## config.mk

```make
export PLATFORM = sky130hd
export DESIGN_NAME = ssr_host_flat
export DESIGN_NICKNAME = d
export VERILOG_FILES = /design/src/hw/ssr_pkg.sv /design/src/hw/ssr_link_if.sv /design/src/hw/ssr_host.sv /design/src/flat_wrapper.sv
export SDC_FILE = /design/constraint.sdc
export NUM_CORES = 1
export LEC_CHECK = 0
export BUFFER_PORTS_ARGS = -buffer_cell sky130_fd_sc_hd__buf_2
export CAP_MARGIN = 30
export CORE_ASPECT_RATIO = 0.5
export CORE_UTILIZATION = 25
export DETAILED_ROUTE_END_ITERATION = 8
export SYNTH_ARGS = -nofsm -noshare
export SYNTH_HDL_FRONTEND = slang
export SYNTH_SLANG_ARGS = --single-unit
```

## constraint.sdc

```tcl
create_clock -name mclk -period 3.9 [get_ports mclk]
set_input_delay 0.78 -clock mclk [delete_from_list [all_inputs] [get_ports mclk]]
set_output_delay 0.78 -clock mclk [all_outputs]
set_load 0.05 [all_outputs]
```

## src/hw/ssr_pkg.sv

```systemverilog
// package: constants for the synthesizer serial programming link
package ssr_pkg;
    localparam int WORD_BITS     = 24;
    localparam int SEL_BITS      = 2;
    localparam int CTRL_BITS     = 16;
    localparam int NSPUR_BITS    = 11;
    localparam int SEL_LSB       = 0;
    // selector codes
    localparam logic [1:0] SEL_FEEDBACK  = 2'h0;
    localparam logic [1:0] SEL_REFERENCE = 2'h1;
    localparam logic [1:0] SEL_CONTROL   = 2'h2;
    localparam logic [1:0] SEL_NOISE     = 2'h3;
    // feedback divider word fields
    localparam int FB_FAST_BIT   = 23;
    localparam int FB_INT_MSB    = 22;
    localparam int FB_INT_LSB    = 14;
    localparam int FB_FRAC_MSB   = 13;
    localparam int FB_FRAC_LSB   = 2;
    // reference divider word fields
    localparam int RF_LOAD_BIT   = 23;
    localparam int RF_MON_MSB    = 22;
    localparam int RF_MON_LSB    = 20;
    localparam int RF_PRE_BIT    = 18;
    localparam int RF_RCNT_MSB   = 17;
    localparam int RF_RCNT_LSB   = 14;
    localparam int RF_MOD_MSB    = 13;
    localparam int RF_MOD_LSB    = 2;
    // host register map (AXI4-Lite byte offsets)
    localparam logic [3:0] REG_DATA    = 4'h0;
    localparam logic [3:0] REG_CTRL    = 4'h4;
    localparam logic [3:0] REG_STATUS  = 4'h8;
    localparam logic [3:0] REG_DIVIDER = 4'hc;
    localparam logic [7:0] DIV_RESET   = 8'h03;
    localparam logic [1:0] RESP_OKAY   = 2'h0;
    localparam logic [1:0] RESP_SLVERR = 2'h2;
    // host transmit states
    typedef enum logic [2:0] {
        ST_IDLE  = 3'h0,
        ST_LOW   = 3'h1,
        ST_HIGH  = 3'h3,
        ST_LOAD  = 3'h2,
        ST_DONE  = 3'h6
    } ssr_state_type;
endpackage

```

## src/hw/ssr_link_if.sv

```systemverilog
// interface: three-wire serial programming link
`timescale 1ns/1ps
interface ssr_link_if;
    logic serial_clock;
    logic serial_data;
    logic load_strobe;
    modport host   (output serial_clock, output serial_data, output load_strobe);
    modport device (input serial_clock, input serial_data, input load_strobe);
endinterface

```

## src/hw/ssr_host.sv

```systemverilog
// module: AXI4-Lite controlled serial word sender
`timescale 1ns/1ps
module ssr_host
    import ssr_pkg::*;
(
    input  wire logic  mclk,          // system clock
    input  wire logic  reset_n,       // synchronous reset, active low
    ssr_link_if.host   link,          // serial link to device
    input  wire logic [3:0]  s_axi_awaddr,  // write address
    input  wire logic        s_axi_awvalid, // write address valid
    output logic             s_axi_awready, // write address ready
    input  wire logic [31:0] s_axi_wdata,   // write data
    input  wire logic [3:0]  s_axi_wstrb,   // write strobes
    input  wire logic        s_axi_wvalid,  // write data valid
    output logic             s_axi_wready,  // write data ready
    output logic [1:0]       s_axi_bresp,   // write response
    output logic             s_axi_bvalid,  // write response valid
    input  wire logic        s_axi_bready,  // write response ready
    input  wire logic [3:0]  s_axi_araddr,  // read address
    input  wire logic        s_axi_arvalid, // read address valid
    output logic             s_axi_arready, // read address ready
    output logic [31:0]      s_axi_rdata,   // read data
    output logic [1:0]       s_axi_rresp,   // read response
    output logic             s_axi_rvalid,  // read data valid
    input  wire logic        s_axi_rready   // read data ready
);
    logic [23:0]   tx_word;
    logic [7:0]    divider;
    logic [7:0]    tick_cnt;
    logic [4:0]    bit_cnt;
    logic          aw_held;
    logic          w_held;
    logic [3:0]    aw_addr;
    logic [31:0]   w_data;
    logic [3:0]    w_strb;
    logic          done_flag;
    ssr_state_type state;
    ssr_state_type next_state;
    // write channel accept, either order
    assign s_axi_awready = !aw_held && !s_axi_bvalid;
    assign s_axi_wready  = !w_held && !s_axi_bvalid;
    wire   aw_now  = aw_held || s_axi_awvalid;
    wire   w_now   = w_held || s_axi_wvalid;
    wire   [3:0]  wa = aw_held ? aw_addr : s_axi_awaddr;
    wire   [31:0] wd = w_held ? w_data : s_axi_wdata;
    wire   [3:0]  ws = w_held ? w_strb : s_axi_wstrb;
    wire   do_write = aw_now && w_now && !s_axi_bvalid;
    wire   busy     = (state != ST_IDLE);
    wire   wr_data  = do_write && (wa == REG_DATA) && !busy;
    wire   wr_ctrl  = do_write && (wa == REG_CTRL) && !busy && wd[0] && ws[0];
    wire   wr_div   = do_write && (wa == REG_DIVIDER) && ws[0];
    wire   wr_ok    = (wa == REG_DATA) || (wa == REG_CTRL) || (wa == REG_DIVIDER);
    wire   tick     = (tick_cnt == divider);
    always_ff @(posedge mclk)
    begin
        if (!reset_n)
        begin
            aw_held <= 1'b0;
            w_held  <= 1'b0;
            aw_addr <= 4'h0;
            w_data  <= 32'h00000000;
            w_strb  <= 4'h0;
            s_axi_bvalid <= 1'b0;
            s_axi_bresp  <= RESP_OKAY;
        end
        else
        begin
            if (s_axi_awvalid && s_axi_awready && !do_write)
            begin
                aw_held <= 1'b1;
                aw_addr <= s_axi_awaddr;
            end
            if (s_axi_wvalid && s_axi_wready && !do_write)
            begin
                w_held <= 1'b1;
                w_data <= s_axi_wdata;
                w_strb <= s_axi_wstrb;
            end
            if (do_write)
            begin
                aw_held <= 1'b0;
                w_held  <= 1'b0;
                s_axi_bvalid <= 1'b1;
                s_axi_bresp  <= wr_ok ? RESP_OKAY : RESP_SLVERR;
            end
            else if (s_axi_bready)
                s_axi_bvalid <= 1'b0;
        end
    end
    // registers steering the sender
    always_ff @(posedge mclk)
    begin
        if (!reset_n)
        begin
            tx_word <= 24'h000000;
            divider <= DIV_RESET;
        end
        else
        begin
            if (wr_data)
                tx_word <= wd[23:0];
            if (wr_div)
                divider <= (wd[7:0] == 8'h00) ? 8'h01 : wd[7:0];
        end
    end
    // read channel
    assign s_axi_arready = !s_axi_rvalid;
    always_ff @(posedge mclk)
    begin
        if (!reset_n)
        begin
            s_axi_rvalid <= 1'b0;
            s_axi_rdata  <= 32'h00000000;
            s_axi_rresp  <= RESP_OKAY;
        end
        else if (s_axi_arvalid && s_axi_arready)
        begin
            s_axi_rvalid <= 1'b1;
            s_axi_rresp  <= RESP_OKAY;
            case (s_axi_araddr)
                REG_DATA:    s_axi_rdata <= {8'h00, tx_word};
                REG_CTRL:    s_axi_rdata <= 32'h00000000;
                REG_STATUS:  s_axi_rdata <= {30'h0, done_flag, busy};
                REG_DIVIDER: s_axi_rdata <= {24'h000000, divider};
                default:
                begin
                    s_axi_rdata <= 32'h00000000;
                    s_axi_rresp <= RESP_SLVERR;
                end
            endcase
        end
        else if (s_axi_rready)
            s_axi_rvalid <= 1'b0;
    end
    // sequencer next state
    always_comb
    begin
        next_state = state;
        case (state)
            ST_IDLE: if (wr_ctrl) next_state = ST_LOW;
            ST_LOW:  if (tick) next_state = ST_HIGH;
            ST_HIGH: if (tick) next_state = (bit_cnt == 5'h00) ? ST_LOAD : ST_LOW;
            ST_LOAD: if (tick) next_state = ST_DONE;
            ST_DONE: if (tick) next_state = ST_IDLE;
            default: next_state = ST_IDLE;
        endcase
    end
    // serial pins, msb first, strobe after last bit
    always_ff @(posedge mclk)
    begin
        if (!reset_n)
        begin
            state     <= ST_IDLE;
            tick_cnt  <= 8'h00;
            bit_cnt   <= 5'h00;
            done_flag <= 1'b0;
            link.serial_clock <= 1'b0;
            link.serial_data  <= 1'b0;
            link.load_strobe  <= 1'b0;
        end
        else
        begin
            state    <= next_state;
            tick_cnt <= (state == ST_IDLE || tick) ? 8'h01 : tick_cnt + 8'h01;
            if (wr_ctrl)
            begin
                bit_cnt   <= 5'(WORD_BITS - 1);
                done_flag <= 1'b0;
                link.serial_data <= tx_word[WORD_BITS-1];
            end
            if (state == ST_LOW && tick)
                link.serial_clock <= 1'b1;
            if (state == ST_HIGH && tick)
            begin
                link.serial_clock <= 1'b0;
                if (bit_cnt != 5'h00)
                begin
                    bit_cnt <= bit_cnt - 5'h01;
                    link.serial_data <= tx_word[bit_cnt - 5'h01];
                end
                else
                    link.load_strobe <= 1'b1;
            end
            if (state == ST_LOAD && tick)
                link.load_strobe <= 1'b0;
            if (state == ST_DONE && tick)
                done_flag <= 1'b1;
        end
    end
endmodule

```

## src/flat_wrapper.sv

```systemverilog
// flat-port wrapper written by rule: the top's interface ports become plain ports
module ssr_host_flat import ssr_pkg::*;
  (mclk, reset_n, s_axi_awaddr, s_axi_awvalid, s_axi_awready, s_axi_wdata, s_axi_wstrb, s_axi_wvalid, s_axi_wready, s_axi_bresp, s_axi_bvalid, s_axi_bready, s_axi_araddr, s_axi_arvalid, s_axi_arready, s_axi_rdata, s_axi_rresp, s_axi_rvalid, s_axi_rready, link_serial_clock, link_serial_data, link_load_strobe);
  ssr_link_if link_i ();
  input  wire logic mclk;
  input  wire logic reset_n;
  input  wire logic [3:0] s_axi_awaddr;
  input  wire logic s_axi_awvalid;
  output logic s_axi_awready;
  input  wire logic [31:0] s_axi_wdata;
  input  wire logic [3:0] s_axi_wstrb;
  input  wire logic s_axi_wvalid;
  output logic s_axi_wready;
  output logic [1:0] s_axi_bresp;
  output logic s_axi_bvalid;
  input  wire logic s_axi_bready;
  input  wire logic [3:0] s_axi_araddr;
  input  wire logic s_axi_arvalid;
  output logic s_axi_arready;
  output logic [31:0] s_axi_rdata;
  output logic [1:0] s_axi_rresp;
  output logic s_axi_rvalid;
  input  wire logic s_axi_rready;
  output wire logic [$bits(link_i.serial_clock)-1:0] link_serial_clock;
  output wire logic [$bits(link_i.serial_data)-1:0] link_serial_data;
  output wire logic [$bits(link_i.load_strobe)-1:0] link_load_strobe;
  assign link_serial_clock = link_i.serial_clock;
  assign link_serial_data = link_i.serial_data;
  assign link_load_strobe = link_i.load_strobe;
  ssr_host u_core (.mclk(mclk), .reset_n(reset_n), .link(link_i), .s_axi_awaddr(s_axi_awaddr), .s_axi_awvalid(s_axi_awvalid), .s_axi_awready(s_axi_awready), .s_axi_wdata(s_axi_wdata), .s_axi_wstrb(s_axi_wstrb), .s_axi_wvalid(s_axi_wvalid), .s_axi_wready(s_axi_wready), .s_axi_bresp(s_axi_bresp), .s_axi_bvalid(s_axi_bvalid), .s_axi_bready(s_axi_bready), .s_axi_araddr(s_axi_araddr), .s_axi_arvalid(s_axi_arvalid), .s_axi_arready(s_axi_arready), .s_axi_rdata(s_axi_rdata), .s_axi_rresp(s_axi_rresp), .s_axi_rvalid(s_axi_rvalid), .s_axi_rready(s_axi_rready));
endmodule
```

Word-level counts from Yosys, hierarchy flattened

Cells that the tools add are included.

Register bits after elaboration: 121
Output and inout bits: 44

Add/sub/neg operators: 2
Muxes and demuxes: 29
Equal/unequal tests: 15
Bitwise logic cells: 2
$lt $le $gt $ge: 1
Reduce and logical (&&, ||, !) cells: 49

Operator list:

| operator                                                             | count |
|---|---|
| 24-bit one-hot mux with 3 select lines                               | 1 |
| 24-bit 2-to-1 mux                                                    | 1 |
| 1-bit logical AND                                                    | 21 |
| 3-bit 2-to-1 mux                                                     | 5 |
| 5-bit 2-to-1 mux                                                     | 3 |
| 3-bit one-hot mux with 5 select lines                                | 1 |
| 4-bit == test, second input constant                                 | 3 |
| 1-bit 2-to-1 mux                                                     | 12 |
| 2-bit by 1-bit != test with 1-bit output, second input constant      | 5 |
| 8-bit by 1-bit adder with 8-bit output, second input constant        | 1 |
| 4-bit by 3-bit == test with 1-bit output, second input constant      | 2 |
| 8-bit == test                                                        | 1 |
| 4-bit logical NOT                                                    | 2 |
| 8-bit logical NOT                                                    | 1 |
| 8-bit 2-to-1 mux                                                     | 1 |
| 2-bit OR reduction                                                   | 4 |
| 3-bit by 2-bit == test with 1-bit output, second input constant      | 2 |
| 1-bit logical NOT                                                    | 6 |
| 5-bit by 6-bit < comparator with 1-bit output, second input constant | 1 |
| 2-bit 2-to-1 mux                                                     | 3 |
| 2-bit nonzero test                                                   | 3 |
| 1-bit binary-select mux with 5-bit select                            | 1 |
| 5-bit logical NOT                                                    | 1 |
| 1-bit logical OR                                                     | 5 |
| other kinds (11)                                                     | 12 |

Logic depth before layout (Yosys ltp)

Gate-level depths: netlist of run 1.

Depth in word-level cells: 10
Mapped depth: 8
Mapped depth without buffers: 7

Least setup slack after synthesis of run 1

OpenSTA, ideal clock, no wires.

Path type: register -> register
Start point: register u_core.bit_cnt[0]
End point: register u_core.link.serial_data
Slack: 1.598 ns
Data arrival time: 2.181 ns
Setup time: 0.121 ns
Path buffers: 1
Cell stages (with the launch flop): 9
Required time: 3.779 ns
Clock period less this slack: 2.302 ns
Cell sequence: dfxtp_1 -> clkbuf_1 -> inv_1 -> ha_1 -> inv_1 -> mux4_1 -> or2_2 -> a31oi_1 -> a21oi_1

Word-level cells in the longest chain between the ends: 5

RTL lines:

| item                                        | RTL line         | source |
|---|---|---|
| start: declaration                          | ssr_host.sv:30   | `logic [4:0] bit_cnt;` |
| start signal: assignment                    | ssr_host.sv:167  | `bit_cnt <= 5'(WORD_BITS - 1);` |
| start signal: assignment                    | ssr_host.sv:178  | `bit_cnt <= bit_cnt - 5'h01;` |
| 5-bit by 1-bit subtractor with 5-bit output | ssr_host.sv:179  | `link.serial_data <= tx_word[bit_cnt - 5'h01];` |
| 1-bit binary-select mux with 5-bit select   | ssr_host.sv:179  |  |
| 1-bit 2-to-1 mux (not written as such)      | ssr_host.sv:179  |  |
| 1-bit 2-to-1 mux (*)                        | ssr_host.sv:176  | `if (bit_cnt != 5'h00)` |
| 1-bit 2-to-1 mux (*)                        | ssr_host.sv:173  | `if (state == ST_HIGH && tick)` |
| end signal: assignment                      | ssr_host.sv:169  | `link.serial_data <= tx_word[WORD_BITS-1];` |
| end signal: assignment                      | ssr_host.sv:179  |  |
| end: declaration                            | ssr_link_if.sv:7 | `modport host (output serial_clock, output serial_data, output load_strobe);` |

Every way passes the cells marked *; elsewhere a longest branch is shown, timed or not. The select of a mux whose other input is x is not followed.
A chain may end at the register's enable or synchronous reset.

Final worst setup path of run 1

Start point: register u_core.w_held
End point: output port s_axi_wready

Word-level cells in the longest chain between the ends: 2

RTL lines:

| item                     | RTL line           | source |
|---|---|---|
| start: declaration       | ssr_host.sv:32     | `logic w_held;` |
| start signal: assignment | ssr_host.sv:59     | `w_held <= 1'b0;` |
| start signal: assignment | ssr_host.sv:75     | `w_held <= 1'b1;` |
| start signal: assignment | ssr_host.sv:82     | `w_held <= 1'b0;` |
| 1-bit logical NOT        | ssr_host.sv:41     | `assign s_axi_wready = !w_held && !s_axi_bvalid;` |
| 1-bit logical AND        | ssr_host.sv:41     |  |
| end: declaration         | flat_wrapper.sv:13 | `output logic s_axi_wready;` |

No other way between the ends.

==> results.yml, run 1 <==
global_route:
  largest_net_degree_at_the_start_of_global_routing: 30
  grt.overflow.total: 0
  groute.usage.overall_pct: 12.4
  antenna_found_initial: 2
  vias_in_the_first_global_route: 3893
  grt_first_pass_wirelength_microns: 20900
routing:
  detail-route-antenna-nets: 0
  route.final.wire_length_microns: 13000
  initialDrtViolationCount: 255
  wl_per_cell_microns: 14.7
  drtPass1Iterations: 5
  detailroute.via_count: 4097
  via_to_cell_ratio: 4.65
  drc: 0
floorplanning:
  die-width_microns: 206
  rows: 36
  area_of_the_core_region_sq_um: 19900
  io-pin-count: 95
  floorplan_die_height_microns: 104
  floorplan.initialDensity_pct: 26.1
  die_area_sq_um: 21400
placement:
  gpl.final_weighted_congestion: 0.792
  number_of_buffers_added_on_ports: 73
  detailed_place_hpwl_microns: 9500
  cell_area_after_placement_sq_um: 5750
finish:
  most-common-layout-cells: "dfxtp_1 (111), nor2_1 (74), buf_2 (73)"
  drive_above_1_share_pct: 23.2
  layout.cell_area.non_filler_sq_um: 6030
  post-route-util_pct: 30.3
  syn2layout_area_growth_pct: 16.3
  most_frequent_standard_cell_in_the_layout_excluding_fill_and_tap_cells: "dfxtp_1"
  nets_finish: 661
timing:
  fin_skew_ns: 0.00958
  setup_viol_count_final: 0
  worstMarginPinSlew_ns: 0.692
  slew-limit-headroom_pct: 53.7
  maxClockFrequency_mhz: 376
  rsz0062_at_grt: "false"
  min_period_ns: 2.66
  final.period_utilization_pct: 68.2
  slew_violations: 0
  timing.final.hold_violations: 0
  setup_total_negative_slack_ns: 0
yosys:
  post_synth_inst_count: 555
  yosys_most_used_dff: "dfxtp_1"
  yosysWarnings: 0
  synthesis.area_sq_um: 5190
  yosysSeqAreaShare_pct: 42.8
  synthArstFlopShare_pct: 0
  synth-seq-cells: 111
  synth-edff-count: 0
  ys_types: 65
  syn_area_per_cell_sq_um: 9.35
worst_setup_path:
  setup.worst_path.start_class: "flop"
  path_buf_inv: 2
  critPathArrivalTime_ns: 1.88
  timing.reg2reg.setup_slack_ns: 1.32
  critical_path.startpoint: "u_core.w_held"
  critical_path_required_ns: 3.12
  rr_startpoint: "u_core.w_held"
  timing.setup.critical_path_class: "flop to primary output"
  timing.critical_path.to_type: "primary output"
  critPathTopFamily: "flip-flops"
  timing.critical_path.slowest_stage_cell: "dfxtp_1"
  max_stage_delay_ns: 0.73
  r2r_cells: 6
  cp_max_fo: 19
  crit_path_cell_trace: "buf_4 > nor2_1 > buf_2"
  regToRegEndpoint: "u_core.bit_cnt[2]"
clocking:
  post_cts_setup_driven_buffer_insertion_count: 0
  worstSkewPairLatency_ns: 0.35
  postCtsResizedCells: 0
  cts_root_buffer: "clkbuf_16"
  cts_hold_buf: 0
  htree_levels: 3
  clkTransAtPathRegs_ns: 0.08
  cts-root-to-sink-buffers: 2
  tritoncts_clock_tree: "built"
  cts_num_sinks: 111
  cts-buffers-inserted: 9
power_and_ir_drop:
  static-leakage-power_nw: 2.33
  pwr_density_cell_nw_per_um2: 390
  power.ir.vdd_worst_v: 0.000168
worst_hold_path:
  min_delay_path_depth: 2
  hold_path_startpoint: "u_core.w_data[10]"
  min_delay_worst_endpoint: "u_core.w_data[10]"
  holdCritPathClass: "flop to flop"
outcome:
  status: "finished clean"
job:
  cap_violations: 0
## logic make-up after synthesis
| family | count (synthesis) | share of synthesized area, % |
|---|---|---|
| and+or+nand+nor | 196 | 18.1 |
| AOI/OAI and AO/OA | 121 | 18.5 |
| DFF | 111 | 42.8 |
| buffers and inverters | 57 | 6.00 |
| muxes | 47 | 10.3 |
| xor gates and xnor gates | 20 | 3.66 |
| adders and majority gates | 2 | 0.482 |
| other | 1 | 0.0723 |
## per-layer routing
layer	global-route usage [%]	vias up	part of all wire, %
li1	-	2064	-
met1	16.6	1969	48
met2	19.8	55	47
met3	3.13	7	4.0
met4	3.12	2	0.53
met5	0	-	0.10
## stage by stage
stage               std cells  setup WS (ns)  total power [W]  hold WS (ns)
floorplan                 564           1.60          0.00141         0.431
global placement          860           1.31          0.00148         0.442
detailed placement        863           1.29          0.00149         0.446
CTS                       879           1.23          0.00237         0.457
global route              880           1.15          0.00245         0.475
finish                    881           1.24          0.00235         0.456
## final cells by class
type / instances / area, sq um
antenna: 2 / 5.00
sequential: 111 / 2220
multi-input combinational: 396 / 2690
clock inverter: 6 / 55.1
fill: 2082 / 13900
inverter: 9 / 33.8
tap: 266 / 333
timing repair buffer: 81 / 465
clock buffer: 10 / 229
## worst max-delay path by stage
stage / to / cells past startpoint / slack [ns]
2_1_floorplan: u_core.link.serial_data / 8 / 1.60
3_3_place_gp: u_core.tx_word[9] / 7 / 1.31
3_5_place_dp: u_core.tx_word[18] / 7 / 1.29
4_1_cts: s_axi_wready / 3 / 1.23
5_1_grt: s_axi_wready / 3 / 1.15
6_report: s_axi_wready / 3 / 1.24
## worst min-delay path: cells and delay by family (launching register included)
kind | cells | cell delay, ns
compound gates | 1 | 0.05
flops | 1 | 0.31
simple gates | 1 | 0.05
## registers in the layout (all words and copies together), names as in the netlist
name	flops
u_core.s_axi_rdata	24
u_core.tx_word	24
u_core.w_data	24
u_core.divider	8
u_core.tick_cnt	8
u_core.bit_cnt	5
u_core.aw_addr	4
u_core.state	3
u_core.aw_held	1
u_core.done_flag	1
u_core.link.load_strobe	1
u_core.link.serial_clock	1
u_core.link.serial_data	1
u_core.s_axi_bresp	1
u_core.s_axi_bvalid	1
u_core.s_axi_rresp	1
u_core.s_axi_rvalid	1
u_core.w_held	1
u_core.w_strb	1
## Yosys cell counts (3+ instances only)
library cell	count	area, sq um
a211oi_1	4	30.0
a211oi_2	18	225
a21oi_1	37	185
a22o_1	7	61.3
a22oi_1	24	180
a311oi_1	6	52.6
a31oi_1	4	25.0
and2_1	3	18.8
and3_1	6	37.5
buf_2	12	60.1
buf_4	14	105
buf_6	4	45.0
clkbuf_1	17	63.8
dfxtp_1	111	2220
inv_1	8	30.0
mux2_2	3	33.8
mux2i_1	38	380
nand2_1	60	225
nand2b_1	3	18.8
nand3_1	9	45.0
nand4_1	3	18.8
nor2_1	74	278
nor3_1	8	40.0
nor4_1	6	37.5
o211a_1	3	30.0
o21a_1	3	22.5
o21ai_0	3	15.0
or2_2	3	18.8
or3_1	3	18.8
xnor2_1	6	52.6
xor2_1	12	105
## power breakdown
group,internal [W],total (W),switching (W)
registers,0.00116,0.00119,0.0000280
clock network,0.000445,0.000891,0.000446
logic,0.0000905,0.000273,0.000183
(Power assumes the default switching activity.)
==> run 2, diff against run 1 <==
Settings changed: ABC_AREA set to 1.
Clock period 3.9 ns to 2.2 ns, I/O delays scaled along.
==> run 2 against run 1 <==
  * Core utilization up 0.37 points
  * Final cell count grew 21%
  * Clock skew shrank 0.0026 ns
  * Critical endpoint is now u_core.divider[0]
  * Largest cell class unchanged
  * Highest routed layer unchanged
==> results.yml, run 2 <==
global_route:
  grt.overflow.total: 0
  antenna_found_initial: 5
  grt_first_pass_wirelength_microns: 20500
  vias_in_the_first_global_route: 4166
  groute.usage.overall_pct: 12.4
  largest_net_degree_at_the_start_of_global_routing: 52
finish:
  reg_top3: "u_core.s_axi_rdata x24, u_core.tx_word x24, u_core.w_data x24"
  nets_finish: 849
  syn2layout_area_growth_pct: 18.9
  drive_above_1_share_pct: 14.1
  most_frequent_standard_cell_in_the_layout_excluding_fill_and_tap_cells: "nand2_1"
  post-route-util_pct: 30.7
  layout.cell_area.non_filler_sq_um: 6020
  most-common-layout-cells: "nand2_1 (152), dfxtp_1 (110), o21ai_0 (97)"
clocking:
  cts-root-to-sink-buffers: 2
  cts_num_sinks: 111
  htree_levels: 3
  worstSkewPairLatency_ns: 0.35
  clkTransAtPathRegs_ns: 0.07
  cts_hold_buf: 0
  cts-buffers-inserted: 9
  cts_root_buffer: "clkbuf_16"
  tritoncts_clock_tree: "built"
  post_cts_setup_driven_buffer_insertion_count: 0
floorplanning:
  io-pin-count: 95
  area_of_the_core_region_sq_um: 19600
  die_area_sq_um: 20900
  floorplan_die_height_microns: 103
  rows: 36
  die-width_microns: 203
  floorplan.initialDensity_pct: 25.8
power_and_ir_drop:
  p_int_w: 0.00350
  share_of_power_burned_in_combinational_logic_pct: 17.5
  sequential_cell_fraction_of_total_power_pct: 44.8
  pwr_density_cell_nw_per_um2: 816
  power.net_switching_w: 0.00142
  static-leakage-power_nw: 2.53
  power.share.switching_pct: 28.8
  post-layout-total-power_w: 0.00492
  pwr-share-clk_pct: 37.7
  power.ir.vdd_worst_v: 0.000388
timing:
  min_period_ns: 1.84
  slew-limit-headroom_pct: 64.6
  slew_violations: 0
  timing.final.hold_violations: 0
  fin_skew_ns: 0.00697
  setup_viol_count_final: 0
  postLayoutSetupSlackWorst_ns: 0.357
  maxClockFrequency_mhz: 542
  worstMarginPinSlew_ns: 0.531
  setup_total_negative_slack_ns: 0
  final.period_utilization_pct: 83.8
  rsz0062_at_grt: "false"
yosys:
  yosysSeqAreaShare_pct: 43.8
  yosys_most_used_dff: "dfxtp_1"
  synth_top_area_share_pct: 43.8
  post_synth_inst_count: 735
  synthArstFlopShare_pct: 0
  synthesis.area_sq_um: 5070
  synth.cells.most_frequent: "nand2_1 (152), dfxtp_1 (111), o21ai_0 (97)"
  yosysWarnings: 0
  synth-seq-cells: 111
  synthTopCellsByArea: "dfxtp_1 (44%), nand2_1 (11%), o21ai_0 (9.6%)"
  synth_area_leader_cell: "dfxtp_1"
  ys_types: 35
  syn_area_per_cell_sq_um: 6.90
  synth-edff-count: 0
  synth_most_common_cell: "nand2_1"
routing:
  wl_per_cell_microns: 11.8
  drtPass1Iterations: 5
  initialDrtViolationCount: 234
  via_to_cell_ratio: 4.40
  route.final.wire_length_microns: 12700
  drc: 0
  detail-route-antenna-nets: 0
  detailroute.via_count: 4710
worst_setup_path:
  critical_path_required_ns: 2.50
  cp_max_fo: 14
  timing.critical_path.to_type: "flop"
  timing.setup.critical_path_class: "flop to flop"
  critPathArrivalTime_ns: 2.14
  setup.worst_path.start_class: "flop"
placement:
  detailed_place_hpwl_microns: 9630
  dp_slack_ns: 0.247
  cell_area_after_placement_sq_um: 5670
  gpl.final_weighted_congestion: 0.863
  number_of_buffers_added_on_ports: 73
outcome:
  status: "finished clean"
job:
  cap_violations: 0
worst_hold_path:
  holdCritPathClass: "input port to flop"
[run 2: changes by cell type in the layout (fill, tap and decap cells not counted), moves of 7 or more]
cell / delta
o21ai_1: +7
a22o_1: -7
o21ai_0: +94
a22oi_1: -24
inv_1: +81
a211oi_2: -17
nor2_1: -11
mux2i_1: -38
xor2_1: -10
a21oi_1: +51
nand3_1: +28
nand2_1: +92
[run 2: cell families after synthesis]
logic type | share of synthesized area (%)
flip-flops | 43.8
AO/OA/AOI/OAI | 21.3
adder cells (fa/ha/maj) | 0.494
buffers and inverters | 11.5
AND/OR/NAND/NOR | 21.8
XOR/XNOR | 1.04
other | 0.0740
[run 2: area by class of cell]
cell class / instances / area [sq um]
Antenna cell: 3 / 7.51
Clock buffer: 14 / 284
Clock inverter: 2 / 60.1
Fill cell: 2141 / 13600
Inverter: 94 / 353
Multi-Input combinational cell: 496 / 2300
Sequential cell: 111 / 2220
Tap cell: 266 / 333
Timing Repair Buffer: 84 / 460
[run 2: what timing repair did]
item                                   in CTS  in global routing
setup endpoints to repair                   0                  9
gates resized for setup                     0                  2
endpoints found under the hold margin       0                  0
[run 2: critical path, stage by stage (launching register included)]
cell and delay [ns]:
dfxtp_2 0.38, inv_1 0.26, nand2_1 0.08, nand2_1 0.07, nand3_1 0.16, inv_1 0.09
nand2_1 0.26, nor2_1 0.26, nand4_1 0.13, nand3_1 0.09
[run 2: power groups by stage]
stage,Combinational (W),Sequential (W),Clock (W)
global placement,0.000846,0.00225,0
global route,0.000977,0.00222,0.00196
detailed placement,0.000857,0.00225,0
floorplan,0.000570,0.00233,0
finish,0.000859,0.00220,0.00185
CTS,0.000859,0.00220,0.00188
[run 2: path summary, 6_finish.rpt]
kind	from	cells past startpoint	end	slack, ns
worst max-delay path	u_core.w_held	9	u_core.divider[0]	0.36
worst min-delay path	s_axi_bready	4	u_core.s_axi_bvalid	0.33
worst max register to register	u_core.w_held	9	u_core.divider[0]	0.36
worst min register to register	u_core.w_data[13]	2	u_core.w_data[13]	0.45
[run 2: per-stage QoR]
step	instances	hold slack, ns
after global placement	1051	0.432
after CTS	1067	0.322
final	1070	0.326
after floorplan	744	0.424
after global routing	1067	0.341
after detailed placement	1051	0.438
[run 2: per-layer routing]
metal | up-vias | GRT usage [%] | wire, microns
met4 | 4 | 4.05 | 137
met2 | 78 | 19.8 | 5610
met5 | - | 0 | 27
met1 | 2120 | 16.0 | 6200
li1 | 2495 | - | -
met3 | 13 | 3.86 | 676
==> run 3, diff against run 2 <==
Clock period 2.2 ns to 1.8 ns, I/O delays scaled along.
==> run 3 against run 2 <==
  * Clock-buffer cell count is 5 lower
  * Sequential share of layout area is 0.82 points lower
  * Critical endpoint is now u_core.state[0]
  * Die area stayed put
  * Non-clock buffer count is 9 higher
  * Cell area is 2.3% higher
  * Largest cell class unchanged
  * Critical path depth stayed put
  * Highest routed layer unchanged
  * Clock skew is 0.0041 ns higher
==> results.yml, run 3 (same netlist as run 2, synthesis figures left out) <==
routing:
  met3_wirelength_microns: 719
  via_to_cell_ratio: 4.38
  wl_per_cell_microns: 11.8
  drc: 0
  initialDrtViolationCount: 294
  detailroute.via_count: 4734
  route.final.wire_length_microns: 12800
  drtPass1Iterations: 4
  detail-route-antenna-nets: 0
  wl_met2_microns: 5540
  met1_length_microns: 6350
  maxUsedRoutingLayer: "met5"
worst_setup_path:
  cp_max_fo: 7
  critical_path.startpoint: "u_core.w_held"
  regToRegEndpoint: "u_core.state[0]"
  setup.worst_path.start_class: "flop"
  rr_startpoint: "u_core.w_held"
  timing.setup.critical_path_class: "flop to flop"
  timing.critical_path.to_type: "flop"
  r2r_cells: 9
  critical_path_required_ns: 2.05
  timing.reg2reg.setup_slack_ns: 0.13
  critPathArrivalTime_ns: 1.92
  critical_path_endpoint: "u_core.state[0]"
timing:
  fin_skew_ns: 0.0110
  slew-limit-headroom_pct: 65.0
  slew_violations: 0
  final.period_utilization_pct: 92.7
  setup_viol_count_final: 0
  timing.final.hold_violations: 0
  worstMarginPinSlew_ns: 0.520
  rsz0062_at_grt: "true"
  postLayoutSetupSlackWorst_ns: 0.132
  min_period_ns: 1.67
  maxClockFrequency_mhz: 599
outcome:
  status: "finished clean"
power_and_ir_drop:
  power.ir.vdd_worst_v: 0.000496
  post-layout-total-power_w: 0.00611
  static-leakage-power_nw: 2.60
  pwr_density_cell_nw_per_um2: 991
finish:
  most_frequent_standard_cell_in_the_layout_excluding_fill_and_tap_cells: "nand2_1"
  drive_above_1_share_pct: 16.3
  nets_finish: 859
  most-common-layout-cells: "nand2_1 (151), dfxtp_1 (109), o21ai_0 (97)"
  reg_top3: "u_core.s_axi_rdata x24, u_core.tx_word x24, u_core.w_data x24"
  syn2layout_area_growth_pct: 21.6
floorplanning:
  floorplan.initialDensity_pct: 25.8
  area_of_the_core_region_sq_um: 19600
  die-width_microns: 203
  die_area_sq_um: 20900
  floorplan_die_height_microns: 103
  io-pin-count: 95
  rows: 36
placement:
  detailed_place_hpwl_microns: 9590
  gpl.final_weighted_congestion: 0.837
  number_of_buffers_added_on_ports: 73
  dp_slack_ns: 0.0375
global_route:
  antenna_found_initial: 6
  groute.usage.overall_pct: 12.5
  vias_in_the_first_global_route: 4207
  largest_net_degree_at_the_start_of_global_routing: 52
  grt.overflow.total: 0
  grt_first_pass_wirelength_microns: 20600
clocking:
  clkTransAtPathRegs_ns: 0.08
  cts_root_buffer: "clkbuf_16"
  tritoncts_clock_tree: "built"
  cts_num_sinks: 111
  worstSkewPairLatency_ns: 0.36
  cts-buffers-inserted: 9
  htree_levels: 3
  cts-root-to-sink-buffers: 2
job:
  cap_violations: 0
worst_hold_path:
  holdCritPathClass: "input port to flop"
  min_delay_path_depth: 4
==> run 3: where the power goes <==
part	internal (W)	switching, W
Combinational	0.000316	0.000764
Sequential	0.00261	0.0000856
Clock	0.00138	0.000955
Total	0.00430	0.00180
==> run 3: stage by stage <==
step           hold slack (ns)  instance area, sq um  instances  util (%)  TNS [ns]
2_1_floorplan            0.424                  5120        744         -         0
3_3_place_gp             0.431                  5780       1060      29.4         0
3_5_place_dp             0.435                  5780       1060      29.4         0
4_1_cts                  0.241                  6130       1076      31.2         0
5_1_grt                  0.265                  6160       1079      31.4  -0.00840
6_report                 0.248                  6160       1081      31.4         0
==> run 3: how the worst min path moves through the flow <==
stage / from / endpoint / slack [ns]
after floorplan: u_core.w_strb[0] / u_core.w_strb[0] / 0.42
after global placement: u_core.w_data[4] / u_core.w_data[4] / 0.43
after detailed placement: u_core.link.load_strobe / u_core.link.load_strobe / 0.44
after CTS: s_axi_bready / u_core.s_axi_bvalid / 0.24
after global routing: s_axi_bready / u_core.s_axi_bvalid / 0.26
final: s_axi_bready / u_core.s_axi_bvalid / 0.25
==> run 3: repair_timing <==
| item | 4_1_cts | 5_1_grt |
|---|---|---|
| endpoints found under the setup margin | 0 | 29 |
| hold buffers | 0 | 0 |
| buffers inserted | 0 | 0 |
| resized for setup | 0 | 7 |
==> run 3: layer usage <==
layer,up-vias,global-route usage [%]
li1,2504,-
met1,2162,16.8
met2,54,19.4
met3,12,3.95
met4,2,3.30
met5,-,0
==> run 3: area by class of cell <==
type	instances	area [sq um]
Antenna cell	4	10.0
Clock buffer	9	225
Clock inverter	7	126
Fill cell	2182	13500
Inverter	94	360
Multi-Input combinational cell	496	2330
Sequential cell	111	2220
Tap cell	266	333
Timing Repair Buffer	93	553
Timing Repair inverter	1	5.00
==> run 3: worst max-delay path: stages (launching register included) <==
cell     delay, ns
dfxtp_1       0.35
inv_1         0.13
o21ai_1       0.36
nand2_1       0.09
nor2_1        0.18
nand2_2       0.14
nand2_2       0.13
nand3_1       0.08
nand2_1       0.06
nor2_1        0.04
